$ cat config.mk
export PLATFORM = sky130hd
export DESIGN_NAME = ucd_ctrl
export DESIGN_NICKNAME = d
export VERILOG_FILES = /design/src/hdl/ucd_pkg.sv /design/src/hdl/ucd_ctrl.sv /design/src/hdl/ucd_sync.sv
export SDC_FILE = /design/constraint.sdc
export NUM_CORES = 1
export LEC_CHECK = 0
export CORE_UTILIZATION = 45
export DETAILED_ROUTE_END_ITERATION = 6
export DONT_BUFFER_PORTS = 1
export PLACE_DENSITY_LB_ADDON = 0.3
export SLEW_MARGIN = 20
export SYNTH_ARGS = -nofsm -noshare
export SYNTH_HDL_FRONTEND = slang
export SYNTH_HIERARCHICAL = 1
export SYNTH_SLANG_ARGS = --single-unit
$ cat constraint.sdc
create_clock -name i_clk -period 6.25 [get_ports i_clk]
set_input_delay 0.625 -clock i_clk [delete_from_list [all_inputs] [get_ports i_clk]]
set_output_delay 0.625 -clock i_clk [all_outputs]
set_load 0.005 [all_outputs]
$ cat src/hdl/ucd_pkg.sv
// constants and types for the usb charger detect control block
package ucd_pkg;
  localparam logic [7:0] UCD_DET_CTRL_ADDR = 8'h09;
  localparam logic [7:0] UCD_DET_CTRL_RST = 8'h8d;
  localparam int UCD_OVP_MSB = 7;
  localparam int UCD_OVP_LSB = 6;
  localparam int UCD_METHOD_BIT = 5;
  localparam int UCD_TIMER_BIT = 4;
  localparam int UCD_EXIT_BIT = 3;
  localparam int UCD_CONTACT_DETECT_ENABLE_BIT = 2;
  localparam int UCD_MAN_BIT = 1;
  localparam int UCD_DET_EN_BIT = 0;
  localparam logic [1:0] UCD_OVP_OPEN = 2'b00;
  localparam logic [1:0] UCD_OVP_CLOSED = 2'b01;
  localparam logic [1:0] UCD_OVP_LOGIC = 2'b10;
  localparam int UCD_CLK_MHZ = 100;
  localparam int UCD_DCD_TIMEOUT_MS = 2000;
  localparam int UCD_SRC_SHORT_MS = 50;
  localparam int UCD_SRC_LONG_MS = 620;
  localparam int UCD_DCD_TIMEOUT_CYC = UCD_DCD_TIMEOUT_MS * 1000 * UCD_CLK_MHZ;
  localparam int UCD_SRC_SHORT_CYC = UCD_SRC_SHORT_MS * 1000 * UCD_CLK_MHZ;
  localparam int UCD_SRC_LONG_CYC = UCD_SRC_LONG_MS * 1000 * UCD_CLK_MHZ;
  localparam int UCD_CNT_W = 28;
  localparam logic [3:0] UCD_TYPE_NONE = 4'h0;
  localparam logic [3:0] UCD_TYPE_SDP = 4'h1;
  typedef enum logic [2:0] {
    UCD_IDLE, UCD_DCD, UCD_SHORT, UCD_SRC, UCD_DONE
  } ucd_state_t;
endpackage

$ cat src/hdl/ucd_ctrl.sv
// usb charger detection sequencer and control register
`timescale 1ns/1ps
//////////////////////////////////////////////////////////////////////////////
// Operation
// - converter always-on clear: converter follows valid bus supply
// - converter always-on set: converter stays on; bit resets to zero
// - override field: 00 open, 01 closed above threshold, 10 logic
// - method bit picks source drive (0) or weak pull-up (1)
// - timer bit sets source-on time: 50 ms or 620 ms
// - contact detect enable requires contact pass before short test
// - contact detect running over 2 s sets the timeout flag
// - exit bit 1 leaves contact detect on timeout; 0 waits
// - manual bit starts detection, self-clears when sequence completes
// - charger detect enable bit gates detection; resets to one
// - sequence starts on bus supply becoming valid or manual bit
// - data switches open during sequence, follow the requests afterwards
// - charger-enable output reflects detected charger type
// - no charger inactive; standard port active only if not compliant
// - force bit overrides; forced value 1 pulls low, 0 releases
module ucd_ctrl #(
  parameter int DCD_TIMEOUT_CYC = ucd_pkg::UCD_DCD_TIMEOUT_CYC,
  parameter int SRC_SHORT_CYC = ucd_pkg::UCD_SRC_SHORT_CYC,
  parameter int SRC_LONG_CYC = ucd_pkg::UCD_SRC_LONG_CYC
) (
  input wire logic i_clk, // system clock 100 MHz
  input wire logic i_reset_n, // async reset, active low
  input wire logic i_wr_en, // register write strobe
  input wire logic [7:0] i_addr, // register address
  input wire logic [7:0] i_wdata, // register write data
  output logic [7:0] o_rdata, // register read data
  input wire logic i_adc_always_on, // converter always-on bit
  input wire logic i_usb_compliant_sel, // usb compliant bit
  input wire logic i_charger_enable_force, // force charger-enable
  input wire logic i_force_value, // forced value of charger-enable
  input wire logic i_bus_valid, // bus supply valid (pin)
  input wire logic i_bus_above_det, // bus above bus_detect_threshold (pin)
  input wire logic i_contact_ok, // data contact detected (pin)
  input wire logic i_type_valid, // analog type result ready (pin)
  input wire logic [3:0] i_type_code, // analog type result
  input wire logic i_data_pos_switch_req, // switch state requested
  input wire logic i_data_neg_switch_req, // switch state requested
  output logic o_data_pos_switch, // data positive switch closed
  output logic o_data_neg_switch, // data negative switch closed
  output logic o_src_on, // data positive source applied
  output logic o_weak_pullup, // weak pull-up applied in source phase
  output logic o_short_test, // short detection phase active
  output logic o_adc_on, // measurement converter enable
  output logic o_ovp_closed, // protection switch closed
  output logic o_ovp_logic, // protection switch left to logic
  output logic o_ce_n_out, // charger-enable low drive, 0 = drive
  output logic o_ce_n_oe_n, // charger-enable enable, 0 = drive
  output logic o_busy, // detection sequence running
  output logic [3:0] o_detected_port_type, // last detected type
  output logic o_contact_detect_timeout_flag // contact detect timed out
);
  import ucd_pkg::*;

  //////////////////////////////////////////////////////////////////////////
  // synchronise pin levels
  logic bus_valid_s;
  logic above_s;
  logic contact_s;
  logic type_valid_s;
  ucd_sync u_sync_bus (.i_clk(i_clk), .i_reset_n(i_reset_n),
    .i_d(i_bus_valid), .o_q(bus_valid_s));
  ucd_sync u_sync_above (.i_clk(i_clk), .i_reset_n(i_reset_n),
    .i_d(i_bus_above_det), .o_q(above_s));
  ucd_sync u_sync_contact (.i_clk(i_clk), .i_reset_n(i_reset_n),
    .i_d(i_contact_ok), .o_q(contact_s));
  ucd_sync u_sync_tv (.i_clk(i_clk), .i_reset_n(i_reset_n),
    .i_d(i_type_valid), .o_q(type_valid_s));

  //////////////////////////////////////////////////////////////////////////
  // state and decode
  ucd_state_t state_r;
  ucd_state_t state_nxt;
  logic [7:0] ctrl_r;
  logic [7:0] ctrl_nxt;
  logic [UCD_CNT_W-1:0] cnt_r;
  logic [UCD_CNT_W-1:0] cnt_nxt;
  logic bus_prev_r;
  logic bus_prev_nxt;
  logic timeout_r;
  logic timeout_nxt;
  logic man_run_r;
  logic man_run_nxt;
  logic pos_save_r;
  logic pos_save_nxt;
  logic neg_save_r;
  logic neg_save_nxt;
  logic [3:0] type_r;
  logic [3:0] type_nxt;
  logic wr_hit;
  logic bus_rise;
  logic start;
  logic launch;
  logic dcd_exit;
  logic dcd_at_limit;
  logic src_at_end;
  logic take_result;
  logic seq_done;
  logic [UCD_CNT_W-1:0] src_len;
  logic [1:0] ovp_field;
  logic ce_active;

  // decode of the current state and configuration
  assign wr_hit = i_wr_en && (i_addr == UCD_DET_CTRL_ADDR);
  assign bus_rise = bus_valid_s && !bus_prev_r;
  // rising bus supply or manual request starts, gated by detect enable
  assign start = ctrl_r[UCD_DET_EN_BIT] &&
    (bus_rise || ctrl_r[UCD_MAN_BIT]);
  assign launch = (state_r == UCD_IDLE) && start;
  // a bus edge seen while busy is dropped; the running pass covers it
  assign dcd_exit = contact_s ||
    (timeout_r && ctrl_r[UCD_EXIT_BIT]);
  assign dcd_at_limit = (cnt_r >= UCD_CNT_W'(DCD_TIMEOUT_CYC));
  assign src_len = ctrl_r[UCD_TIMER_BIT] ?
    UCD_CNT_W'(SRC_LONG_CYC) : UCD_CNT_W'(SRC_SHORT_CYC);
  assign src_at_end = (cnt_r >= src_len);
  // type code latches only a synchronised valid, so the data bus is stable
  assign take_result = (state_r == UCD_SRC) && src_at_end && type_valid_s;
  assign seq_done = (state_r == UCD_DONE);

  //////////////////////////////////////////////////////////////////////////
  // control register
  // completion is applied after a write so the self-clear always wins
  always_comb begin
    ctrl_nxt = ctrl_r;
    if (wr_hit) begin
      ctrl_nxt = i_wdata;
      // a running software sequence keeps reading one
      if (man_run_r) begin
        ctrl_nxt[UCD_MAN_BIT] = 1'b1;
      end
    end
    if (seq_done) begin
      ctrl_nxt[UCD_MAN_BIT] = 1'b0;
    end
  end

  // control register flops; reset leaves detection enabled
  always_ff @(posedge i_clk or negedge i_reset_n) begin
    if (!i_reset_n) begin
      ctrl_r <= UCD_DET_CTRL_RST;
    end else begin
      ctrl_r <= ctrl_nxt;
    end
  end

  //////////////////////////////////////////////////////////////////////////
  // bus supply history for the start edge
  // reset low matches an absent supply, so no false edge after reset
  always_comb begin
    bus_prev_nxt = bus_valid_s;
  end

  // bus history flop
  always_ff @(posedge i_clk or negedge i_reset_n) begin
    if (!i_reset_n) begin
      bus_prev_r <= 1'b0;
    end else begin
      bus_prev_r <= bus_prev_nxt;
    end
  end

  //////////////////////////////////////////////////////////////////////////
  // sequencer
  // next state of the detection pass
  always_comb begin
    state_nxt = state_r;
    case (state_r)
      UCD_IDLE: begin
        if (launch) begin
          // contact phase first only when it is enabled
          if (ctrl_r[UCD_CONTACT_DETECT_ENABLE_BIT]) begin
            state_nxt = UCD_DCD;
          end else begin
            state_nxt = UCD_SHORT;
          end
        end
      end
      UCD_DCD: begin
        if (dcd_exit) begin
          state_nxt = UCD_SHORT;
        end
      end
      UCD_SHORT: begin
        state_nxt = UCD_SRC;
      end
      UCD_SRC: begin
        // source held for the selected time, then result taken
        if (take_result) begin
          state_nxt = UCD_DONE;
        end
      end
      UCD_DONE: begin
        state_nxt = UCD_IDLE;
      end
      default: begin
        state_nxt = UCD_IDLE;
      end
    endcase
  end

  // sequencer state flop
  always_ff @(posedge i_clk or negedge i_reset_n) begin
    if (!i_reset_n) begin
      state_r <= UCD_IDLE;
    end else begin
      state_r <= state_nxt;
    end
  end

  //////////////////////////////////////////////////////////////////////////
  // phase counter
  // one counter serves both timed phases; it saturates rather than wraps
  always_comb begin
    cnt_nxt = '0;
    case (state_r)
      UCD_DCD: begin
        if (dcd_exit) begin
          cnt_nxt = '0;
        end else if (!dcd_at_limit) begin
          cnt_nxt = cnt_r + 1'b1;
        end else begin
          cnt_nxt = cnt_r;
        end
      end
      UCD_SRC: begin
        if (!src_at_end) begin
          cnt_nxt = cnt_r + 1'b1;
        end else begin
          cnt_nxt = cnt_r;
        end
      end
      default: begin
        cnt_nxt = '0;
      end
    endcase
  end

  // phase counter flops
  always_ff @(posedge i_clk or negedge i_reset_n) begin
    if (!i_reset_n) begin
      cnt_r <= '0;
    end else begin
      cnt_r <= cnt_nxt;
    end
  end

  //////////////////////////////////////////////////////////////////////////
  // contact timeout flag
  // cleared only by a new pass so software can read why the last one left
  always_comb begin
    timeout_nxt = timeout_r;
    if (launch) begin
      timeout_nxt = 1'b0;
    end else if ((state_r == UCD_DCD) && dcd_at_limit) begin
      timeout_nxt = 1'b1;
    end
  end

  // timeout flag flop
  always_ff @(posedge i_clk or negedge i_reset_n) begin
    if (!i_reset_n) begin
      timeout_r <= 1'b0;
    end else begin
      timeout_r <= timeout_nxt;
    end
  end

  //////////////////////////////////////////////////////////////////////////
  // run context: who started the pass, switch states, result
  always_comb begin
    man_run_nxt = man_run_r;
    pos_save_nxt = pos_save_r;
    neg_save_nxt = neg_save_r;
    type_nxt = type_r;
    if (launch) begin
      man_run_nxt = ctrl_r[UCD_MAN_BIT];
      pos_save_nxt = i_data_pos_switch_req;
      neg_save_nxt = i_data_neg_switch_req;
    end
    if (take_result) begin
      type_nxt = i_type_code;
    end
    if (seq_done) begin
      man_run_nxt = 1'b0;
    end
  end

  // run context flops
  always_ff @(posedge i_clk or negedge i_reset_n) begin
    if (!i_reset_n) begin
      man_run_r <= 1'b0;
      pos_save_r <= 1'b0;
      neg_save_r <= 1'b0;
      type_r <= UCD_TYPE_NONE;
    end else begin
      man_run_r <= man_run_nxt;
      pos_save_r <= pos_save_nxt;
      neg_save_r <= neg_save_nxt;
      type_r <= type_nxt;
    end
  end

  //////////////////////////////////////////////////////////////////////////
  // outputs
  assign o_busy = (state_r != UCD_IDLE);
  assign o_rdata = (i_addr == UCD_DET_CTRL_ADDR) ? ctrl_r : 8'h00;
  // switches open for the whole sequence, requested state otherwise
  assign o_data_pos_switch = o_busy ? 1'b0 :
    (man_run_r ? pos_save_r : i_data_pos_switch_req);
  assign o_data_neg_switch = o_busy ? 1'b0 :
    (man_run_r ? neg_save_r : i_data_neg_switch_req);
  // probe drive follows the method bit only inside the source phase
  assign o_src_on = (state_r == UCD_SRC) &&
    !ctrl_r[UCD_METHOD_BIT];
  assign o_weak_pullup = (state_r == UCD_SRC) &&
    ctrl_r[UCD_METHOD_BIT];
  assign o_short_test = (state_r == UCD_SHORT);
  assign o_adc_on = i_adc_always_on || bus_valid_s;
  // reserved override code treated as logic control
  assign ovp_field = ctrl_r[UCD_OVP_MSB:UCD_OVP_LSB];
  assign o_ovp_closed = (ovp_field == UCD_OVP_CLOSED) && above_s;
  assign o_ovp_logic = (ovp_field == UCD_OVP_LOGIC) ||
    (ovp_field == 2'b11);
  assign ce_active = (type_r == UCD_TYPE_NONE) ? 1'b0 :
    (type_r == UCD_TYPE_SDP) ? !i_usb_compliant_sel : 1'b1;
  // open drain only ever pulls low; the enable carries the level
  assign o_ce_n_out = 1'b0;
  assign o_ce_n_oe_n = i_charger_enable_force ? !i_force_value :
    !ce_active;
  assign o_detected_port_type = type_r;
  assign o_contact_detect_timeout_flag = timeout_r;
endmodule // ucd_ctrl

$ cat src/hdl/ucd_sync.sv
// two flip-flop synchroniser for pin levels
`timescale 1ns/1ps
module ucd_sync (
  input wire logic i_clk, // system clock
  input wire logic i_reset_n, // async reset, active low
  input wire logic i_d, // asynchronous level
  output logic o_q // synchronised level
);
  logic meta_r;
  logic meta_nxt;
  logic q_nxt;
  // first stage feeds only the second stage
  always_comb begin
    meta_nxt = i_d;
    q_nxt = meta_r;
  end
  always_ff @(posedge i_clk or negedge i_reset_n) begin
    if (!i_reset_n) begin
      meta_r <= 1'b0;
      o_q <= 1'b0;
    end else begin
      meta_r <= meta_nxt;
      o_q <= q_nxt;
    end
  end
endmodule // ucd_sync
== Word level (Yosys, flattened, before mapping) ==
Index checks and enable logic that the tools add are counted.

* Flip-flop bits (word level): 56
* Bits in latches: 0
* RAM bits: 0
* Memory bits (read-only): 0
* Input port bits: 33
* Output and inout bits: 24
* Memories kept: 0

* Add/sub/neg operators: 1
* $mul: 0
* Div/mod/pow operators: 0
* Magnitude comparators: 2
* Equal/unequal tests: 14
* Shifts and indexed selects: 0
* Muxes and demuxes: 25
* Bitwise gates (word level): 0
* Reduce and logical (&&, ||, !) cells: 28

{| class="wikitable"
|+ Operators with widths
! operator !! count
|-
| 28-bit two-way mux || 3
|-
| 28-bit one-hot mux with 2 select lines || 1
|-
| 28-bit by 1-bit adder with 28-bit output, second input constant || 1
|-
| 28-bit by 26-bit >= comparator with 1-bit output || 1
|-
| 28-bit >= comparator, second input constant || 1
|-
| 26-bit two-way mux || 1
|-
| 1-bit two-way mux || 13
|-
| 3-bit one-hot mux with 4 select lines || 1
|-
| 1-bit logical AND || 11
|-
| 3-bit two-way mux || 3
|-
| 8-bit by 4-bit equality test with 1-bit output, second input constant || 1
|-
| 8-bit two-way mux || 1
|-
| 2-bit inequality test, second input constant || 4
|-
| 3-bit by 2-bit equality test with 1-bit output, second input constant || 2
|-
| 2-bit nonzero test || 3
|-
| 1-bit zero test || 5
|-
| 2-bit equality test, second input constant || 2
|-
| 4-bit by 1-bit equality test with 1-bit output, second input constant || 1
|-
| 4-bit zero test || 1
|-
| 1-bit logical OR || 4
|-
| 2-bit two-way mux || 2
|-
| 3-bit by 1-bit equality test with 1-bit output, second input constant || 1
|-
| 3-bit equality test, second input constant || 1
|-
| 3-bit zero test || 1
|-
| other kinds (5) || 5
|}

== Depth between registers and ports, before layout ==
Gate-level depths: netlist of the first run.

* Word-level depth: 7
* Mapped depth: 10
* Depth with buffers taken out: 8

== Hierarchy ==
The synthesis of the first run kept the hierarchy.

{| class="wikitable"
|+ By module, submodules not included
! module !! instances !! cells each !! area each (um2) !! seq. area each (um2)
|-
| ucd_ctrl || 1 || 328 || 3071.7 || 1206.2
|-
| ucd_sync || 4 || 2 || 50.0 || 50.0
|}

== Least setup slack after synthesis of the first run ==
OpenSTA, ideal clock, no wires.

* Kind: reg-to-reg
* From: register ctrl_r[4]
* To: register type_r[0] (netlist: o_detected_port_type[0])
* Arrival: 2477 ps
* Data required time: 6125 ps
* Setup slack: 3648 ps
* Cell stages (with the launch flop): 10
* Period minus slack after synthesis: 2602 ps
* Cell sequence: dfrtp_1 inv_1 ha_1 nand3_1 or4_1 o221a_2 o22ai_2 and2_1 buf_4 mux2_2

* Word-level cells in the longest chain between the ends: 4

{| class="wikitable"
|+ Ends and longest elaborated chain
! element !! line !! text
|-
| start, declared || ucd_ctrl.sv:77 || <nowiki>logic [7:0] ctrl_r;</nowiki>
|-
| start signal, assigned || ucd_ctrl.sv:146 || <nowiki>ctrl_r <= ctrl_nxt;</nowiki>
|-
| 26-bit two-way mux || ucd_ctrl.sv:117 || <nowiki>assign src_len = ctrl_r[UCD_TIMER_BIT] ?</nowiki>
|-
| 28-bit by 26-bit >= comparator with 1-bit output || ucd_ctrl.sv:119 || <nowiki>assign src_at_end = (cnt_r >= src_len);</nowiki>
|-
| 1-bit logical AND (2 in a row) || ucd_ctrl.sv:121 || <nowiki>assign take_result = (state_r == UCD_SRC) && src_at_end && type_valid_s;</nowiki>
|-
| end signal, assigned || ucd_ctrl.sv:303 || <nowiki>type_r <= type_nxt;</nowiki>
|-
| end, declared || ucd_ctrl.sv:91 || <nowiki>logic [3:0] type_r;</nowiki>
|}

Every way passes these cells.
A chain may end at the register's enable or synchronous reset.

== Final worst setup path of the first run ==
* From: register ctrl_r[4]
* To: register cnt_r[6]

* Word-level cells in the longest chain between the ends: 4

{| class="wikitable"
|+ Ends and longest elaborated chain
! element !! line !! text
|-
| 26-bit two-way mux || ucd_ctrl.sv:117 ||
|-
| 28-bit by 26-bit >= comparator with 1-bit output || ucd_ctrl.sv:119 ||
|-
| 2-bit inequality test (no line) || n/a ||
|-
| 2-bit AND reduction (no line) || n/a ||
|-
| end signal, assigned || ucd_ctrl.sv:247 || <nowiki>cnt_r <= cnt_nxt;</nowiki>
|-
| end, declared || ucd_ctrl.sv:79 || <nowiki>logic [UCD_CNT_W-1:0] cnt_r;</nowiki>
|}

Every way passes these cells.

==> results.json, run 1 <==
{
  "finClkSkew_ps": 12.48,
  "leakagePower_uw": 0.001427,
  "place_congestion": 0.8532,
  "h-tree-depth": 2,
  "routedWlPerCell_microns": 17.27,
  "reg2reg_depth": 9,
  "grt_first_pass_wirelength_mm": 11.87,
  "cts_setup_buffers": 0,
  "io_buffers": 0,
  "cts_tree": "yes",
  "worstSetupPathType": "flip-flop to flip-flop",
  "fin_util": 0.4980,
  "path_depth": 9,
  "die_w_microns": 87.27,
  "timing.final.max_slew_violations": 0,
  "cts-root-buf": "clkbuf_8",
  "tns_ps": 0,
  "dieArea_sq_um": 7616,
  "grt_max_degree": 53,
  "slowest_delay_ps": 710,
  "final-seq-area_sq_um": 1406,
  "worstPathArrival_ps": 3740,
  "initial_core_util": 0.4737,
  "num_antenna_cells": 0,
  "crit_required_ps": 6460,
  "cp-start-kind": "flip-flop",
  "maxSlewHeadroom": 0.3795,
  "overflow": 0,
  "endpoint_kind": "flip-flop",
  "via_count": 2650,
  "drt_iter0_markers": 162,
  "rsz0062_at_grt": "false",
  "power_density_nw_per_um2": 221.2,
  "critPathTopFamily": "compound AO/OA/AOI/OAI gates",
  "drive_gt1_frac": 0.1178,
  "core_sq_um": 6907,
  "status": "complete, no violations",
  "clkTransAtPathRegs_ps": 110,
  "finalHoldViolCount": 0,
  "hold_path_class": "input port to async pin",
  "cp_max_fo": 26,
  "min_period_ps": 3526,
  "synth.avg_cell_area_sq_um": 9.738,
  "ys_seq_area_frac": 0.4298,
  "syn_nets": 383,
  "fillCellCount": 661,
  "area_delta_synth_final_pct": 5.124,
  "path_cells": "inv_1 > ha_1 > nand3_1 > or4_1 > o221a_2 > o22ai_2 > buf_4 > nor3_1 > mux2_4",
  "clkSinkCount": 56,
  "syn_area_sq_um": 3272,
  "fmax_ghz": 0.2836,
  "crit_path_top_delay_cell": "o22ai_2",
  "io_pins": 57,
  "antenna_left": 0,
  "post-dp-hpwl_mm": 5.169,
  "antenna_found_initial": 0,
  "clk_latency_ps": 320,
  "cts.path.max_buffers": 2,
  "irDropWorstVdd_v": 0.0001017,
  "numCtsBuffers": 5,
  "synth_edf_count": 0,
  "grt_pass1_vias": 2417,
  "die_y_microns": 87.27,
  "drcViolationCount": 0,
  "multi_input_area_sq_um": 1735,
  "viasPerCell": 6.206,
  "finalSetupViolCount": 0,
  "netlist_instances": 336,
  "final_nets": 377,
  "worstMarginPinSlew_ps": 930.7,
  "yosys_warnings": 6,
  "ys_async_sr_fraction": 1.000,
  "period_share": 0.5641,
  "dr.pass1.iters": 4,
  "ys_seq_elements": 56,
  "path_buf_inv": 2,
  "synthFlopType": "dfrtp_1",
  "wl_mm": 7.376,
  "grt_usage": 0.2021,
  "num_rows": 30,
  "synth_cell_type_count": 51,
  "drv_cap": 0
}
## synthesized netlist by cell type, drive strengths merged (10+ instances only)
| cell type | number | share of area |
|---|---|---|
| nand2 | 24 | 0.028 |
| nand3 | 15 | 0.023 |
| nor3 | 10 | 0.015 |
| nor2 | 15 | 0.017 |
| or4 | 21 | 0.048 |
| ha | 14 | 0.054 |
| a21oi | 28 | 0.043 |
| dfrtp | 52 | 0.40 |
| and2 | 13 | 0.025 |
| o31ai | 17 | 0.039 |
| o21ai | 13 | 0.020 |
| mux2 | 15 | 0.053 |
## final cells by class
type,instances,area share
tap,96,0.03492
clock inverter,3,0.007275
inverter,9,0.009822
clock buffer,5,0.02001
timing repair buffer,4,0.01455
multi-input combinational,254,0.5045
sequential,56,0.4089
## what timing repair did
item | in CTS | in global routing
hold buffers | 1 | 0
gates resized for setup | 0 | 0
hold endpoints to repair | 52 | 0
## state kept, by name (all words and copies together) (netlist names), 3 cells and up
name,count
o_detected_port_type,4
ctrl_r,8
cnt_r,28
state_r,3
## per-layer routing
metal	track usage	share of wire	wire, microns	up-vias
li1	-	-	-	1262
met3	0.03412	0.054	400	7
met1	0.2846	0.46	3357	1302
met2	0.3189	0.48	3518	79
met5	0	0	0	-
met4	0.06110	0.013	99	0
## worst paths after layout
check,from,to,slack [ps]
max,ctrl_r[4],cnt_r[6],2720
min,i_reset_n,ctrl_r[3],130
max reg2reg,ctrl_r[4],cnt_r[6],2720
min reg2reg,u_sync_bus/meta_r,u_sync_bus/o_q,360
max in group asynchronous,i_reset_n,cnt_r[1],5860
min in group i_clk,i_bus_above_det,u_sync_above/meta_r,320
## power by group
part / switching, uW / internal, uW / leakage, uW / total, uW
clock: 129 / 82.1 / 0.0000452 / 211
sequential: 30.4 / 387 / 0.000725 / 418
combinational: 81.5 / 50.2 / 0.000657 / 132
## logic make-up (layout without fill, tap and decap cells)
group,after synthesis,count (layout),share of synthesized area
simple gates,140,140,0.2467
fa+ha+maj,14,14,0.05354
compound gates,81,81,0.1664
buf+inv,26,21,0.04053
flops,56,56,0.4298
mux,18,18,0.06195
other cells,1,1,0.001146
## cell usage in the layout, fill, tap and decap left out, types with 2 or more instances in the layout
cell type	netlist	layout
a21oi_1	28	28
a41o_1	2	2
and2_1	12	12
and3_1	7	7
and3b_1	2	2
and4_1	3	3
buf_4	2	3
clkbuf_8	0	5
dfrtp_1	52	52
dfstp_2	4	4
ha_1	14	14
inv_1	9	9
inv_6	0	2
mux2_2	14	14
mux2i_1	3	3
nand2_1	24	24
nand2b_1	2	2
nand3_1	15	15
nand4_1	8	8
nor2_1	15	14
nor2b_1	2	2
nor3_1	10	10
nor3b_1	2	2
nor4_1	6	6
o211ai_1	5	5
o21a_1	3	3
o21ai_0	13	13
o31a_1	3	3
o31ai_1	17	17
or2_2	3	3
or3_1	2	2
or4_1	21	21
## through the flow
step | power [uW] | cells | hold WS, ps | setup WS (ps) | cell area, sq um
2_1_floorplan | 510.5 | 336 | 329.4 | 3648 | 3272
3_3_place_gp | 542.5 | 418 | 332.0 | 2843 | 3318
3_5_place_dp | 549.1 | 418 | 332.2 | 2702 | 3318
4_1_cts | 767.1 | 427 | 128.2 | 2686 | 3440
5_1_grt | 804.7 | 427 | 112.5 | 2476 | 3440
6_report | 760.8 | 427 | 128.7 | 2724 | 3440
## worst register-to-register path: stages, from the launching register on
cell	delay (ps)
dfrtp_1	460
inv_1	210
ha_1	360
nand3_1	70
or4_1	500
o221a_2	300
o22ai_2	710
buf_4	400
nor3_1	110
mux2_4	310
(Power assumes the default switching activity.)
==> inputs of run 2 (changes only) <==
--- a/config.mk
+++ b/config.mk
@@ -5,6 +5,7 @@
 export SDC_FILE = /design/constraint.sdc
 export NUM_CORES = 1
 export LEC_CHECK = 0
+export ABC_AREA = 1
 export CORE_UTILIZATION = 45
 export DETAILED_ROUTE_END_ITERATION = 6
 export DONT_BUFFER_PORTS = 1
==> constraint.sdc (replaced) <==
create_clock -name i_clk -period 2.93 [get_ports i_clk]
set_input_delay 0.293 -clock i_clk [delete_from_list [all_inputs] [get_ports i_clk]]
set_output_delay 0.293 -clock i_clk [all_outputs]
set_load 0.005 [all_outputs]
==> results.json, run 2 <==
{
  "drcViolationCount": 0,
  "worstPathArrival_ps": 2560,
  "grt_usage": 0.2230,
  "hp-start": "i_type_code[3]",
  "clkTransAtPathRegs_ps": 110,
  "hold_path_class": "input port to flip-flop",
  "wl_mm": 10.27,
  "drive_gt1_frac": 0.1187,
  "clkSinkCount": 56,
  "irDropWorstVdd_v": 0.0002905,
  "crit_required_ps": 3140,
  "io_buffers": 0,
  "dr.pass1.iters": 5,
  "hold_slack_ps": 84.54,
  "synth.avg_cell_area_sq_um": 7.119,
  "synth_area_leaders": "dfrtp_1 32%, nand2_1 17%, nor2_1 7.2%",
  "io_pins": 57,
  "die_y_microns": 96.96,
  "grt_first_pass_wirelength_mm": 17.17,
  "synth_edf_count": 0,
  "synth_area_leader_cell": "dfrtp_1",
  "largest_register": "cnt_r",
  "place_congestion": 0.9698,
  "rsz0062_at_grt": "false",
  "synth_top_area_share": 0.3207,
  "routedWlPerCell_microns": 15.08,
  "post-dp-hpwl_mm": 7.616,
  "synthFlopType": "dfrtp_1",
  "drt_iter0_markers": 250,
  "finClkSkew_ps": 7.684,
  "numCtsBuffers": 5,
  "yosys_warnings": 6,
  "power.total_uw": 1792,
  "die_w_microns": 96.96,
  "min_period_ps": 2345,
  "viasPerCell": 5.505,
  "via_count": 3749,
  "clk_latency_ps": 320,
  "dp_slack_ps": 647.6,
  "worstSetupPathType": "flip-flop to flip-flop",
  "ys_seq_area_frac": 0.3466,
  "tns_ps": 0,
  "reg2reg_slack_ps": 580,
  "worstReg2RegEnd": "o_detected_port_type[1]",
  "status": "complete, no violations",
  "core_sq_um": 8721,
  "antenna_found_initial": 0,
  "timing.final.max_slew_violations": 0,
  "fmax_ghz": 0.4264,
  "overflow": 0,
  "dp.cells": 667,
  "r2r_start": "ctrl_r[4]",
  "drv_cap": 0,
  "num_rows": 34,
  "h-tree-depth": 2,
  "final_nets": 619,
  "multi_input_area_sq_um": 2298,
  "period_share": 0.8004,
  "whs_path_depth": 2,
  "cp_max_fo": 17,
  "synth_most_common_cell": "nand2_1",
  "synth_cell_type_count": 38,
  "netlist_instances": 570,
  "initial_core_util": 0.4653,
  "min_to": "o_detected_port_type[3]",
  "dieArea_sq_um": 9400,
  "reg2reg_depth": 12,
  "finalHoldViolCount": 0,
  "finalSetupViolCount": 0,
  "grt_max_degree": 57,
  "cts-root-buf": "clkbuf_8",
  "layout_commonest_cell": "nand2_1",
  "synth_common_cells": "182 x nand2_1, 78 x nor2_1, 58 x inv_1",
  "most-common-layout-cells": "182 x nand2_1, 78 x nor2_1, 58 x inv_1",
  "layout_setup_ws_ps": 584.8,
  "grt_pass1_vias": 3552,
  "final-seq-area_sq_um": 1406,
  "num_antenna_cells": 0,
  "leakagePower_uw": 0.001981,
  "area_delta_synth_final_pct": 5.643,
  "syn_area_sq_um": 4058,
  "largest_reg_flops": 28,
  "fin_cells": 681,
  "ys_seq_elements": 56,
  "cts.path.max_buffers": 2,
  "cts_tree": "yes",
  "ys_async_sr_fraction": 1.000,
  "syn_nets": 617,
  "fillCellCount": 889,
  "endpoint_kind": "flip-flop",
  "cp-start-kind": "flip-flop",
  "power_density_nw_per_um2": 418.2,
  "antenna_left": 0
}
==> run 2: cell count changes after synthesis, sizes merged, moves of 18 or more <==
cell | before | now
nor2 | 15 | 84
nand3 | 15 | 59
inv | 9 | 62
a21oi | 28 | 10
or4 | 21 | 0
nand2 | 24 | 187
==> run 2: logic make-up after synthesis <==
| group | share of synthesized area |
|---|---|
| compound gates | 0.08572 |
| xor+xnor | 0.02159 |
| fa+ha+maj | 0.04317 |
| buf+inv | 0.08695 |
| flops | 0.3466 |
| mux | 0.02498 |
| other cells | 0.0009242 |
| simple gates | 0.3901 |
==> run 2: how the worst max path moves through the flow <==
stage	slack (ps)	start	to	cells past startpoint
2_1_floorplan	990	ctrl_r[4]	o_detected_port_type[2]	12
3_3_place_gp	790	ctrl_r[4]	o_detected_port_type[1]	12
3_5_place_dp	650	ctrl_r[4]	o_detected_port_type[1]	12
4_1_cts	620	ctrl_r[4]	o_detected_port_type[1]	12
5_1_grt	380	ctrl_r[4]	o_detected_port_type[1]	12
6_report	580	ctrl_r[4]	o_detected_port_type[1]	12
==> run 2: repair_timing <==
item                                   CTS  global route
setup buffers                            0             0
setup endpoints to repair                0             0
resized for setup                        0             0
endpoints found under the hold margin   60             0
hold buffers                             6             0
==> run 2: worst max-delay path, cell delays in order, from the launching register on <==
cell,delay (ps)
dfrtp_1,460
inv_1,200
ha_1,360
nand2_1,70
nor2_1,150
nand2_1,100
nor2_1,120
nand2_1,80
nand4_1,100
nand2_2,100
buf_4,230
o21ai_0,180
nand2_1,80
==> run 2: area by class of cell <==
type | instances | area share
inverters | 62 | 0.05429
flip-flops and latches | 56 | 0.3281
repair buffers | 12 | 0.02860
clock buffers | 5 | 0.01605
well taps | 108 | 0.03152
multi-input cells | 435 | 0.5362
clock inverters | 3 | 0.005254
==> run 2: stage by stage <==
stage	cell area, sq um	utilization
2_1_floorplan	4058	-
3_3_place_gp	4118	0.4722
3_5_place_dp	4118	0.4722
4_1_cts	4287	0.4915
5_1_grt	4287	0.4915
6_report	4287	0.4915
==> run 2: per-layer routing <==
| layer | routed length (microns) | vias up | global-route usage |
|---|---|---|---|
| met5 | 0 | - | 0 |
| met4 | 322 | 0 | 0.09529 |
| met3 | 556 | 26 | 0.04046 |
| met2 | 4849 | 134 | 0.3743 |
| met1 | 4540 | 1746 | 0.2808 |
| li1 | - | 1843 | - |
==> run 2: where the power goes <==
group / leakage (uW) / switching [uW] / internal, uW
sequential: 0.000710 / 64.4 / 829
combinational: 0.00122 / 314 / 133
clock: 0.0000485 / 280 / 172
total: 0.00198 / 659 / 1130
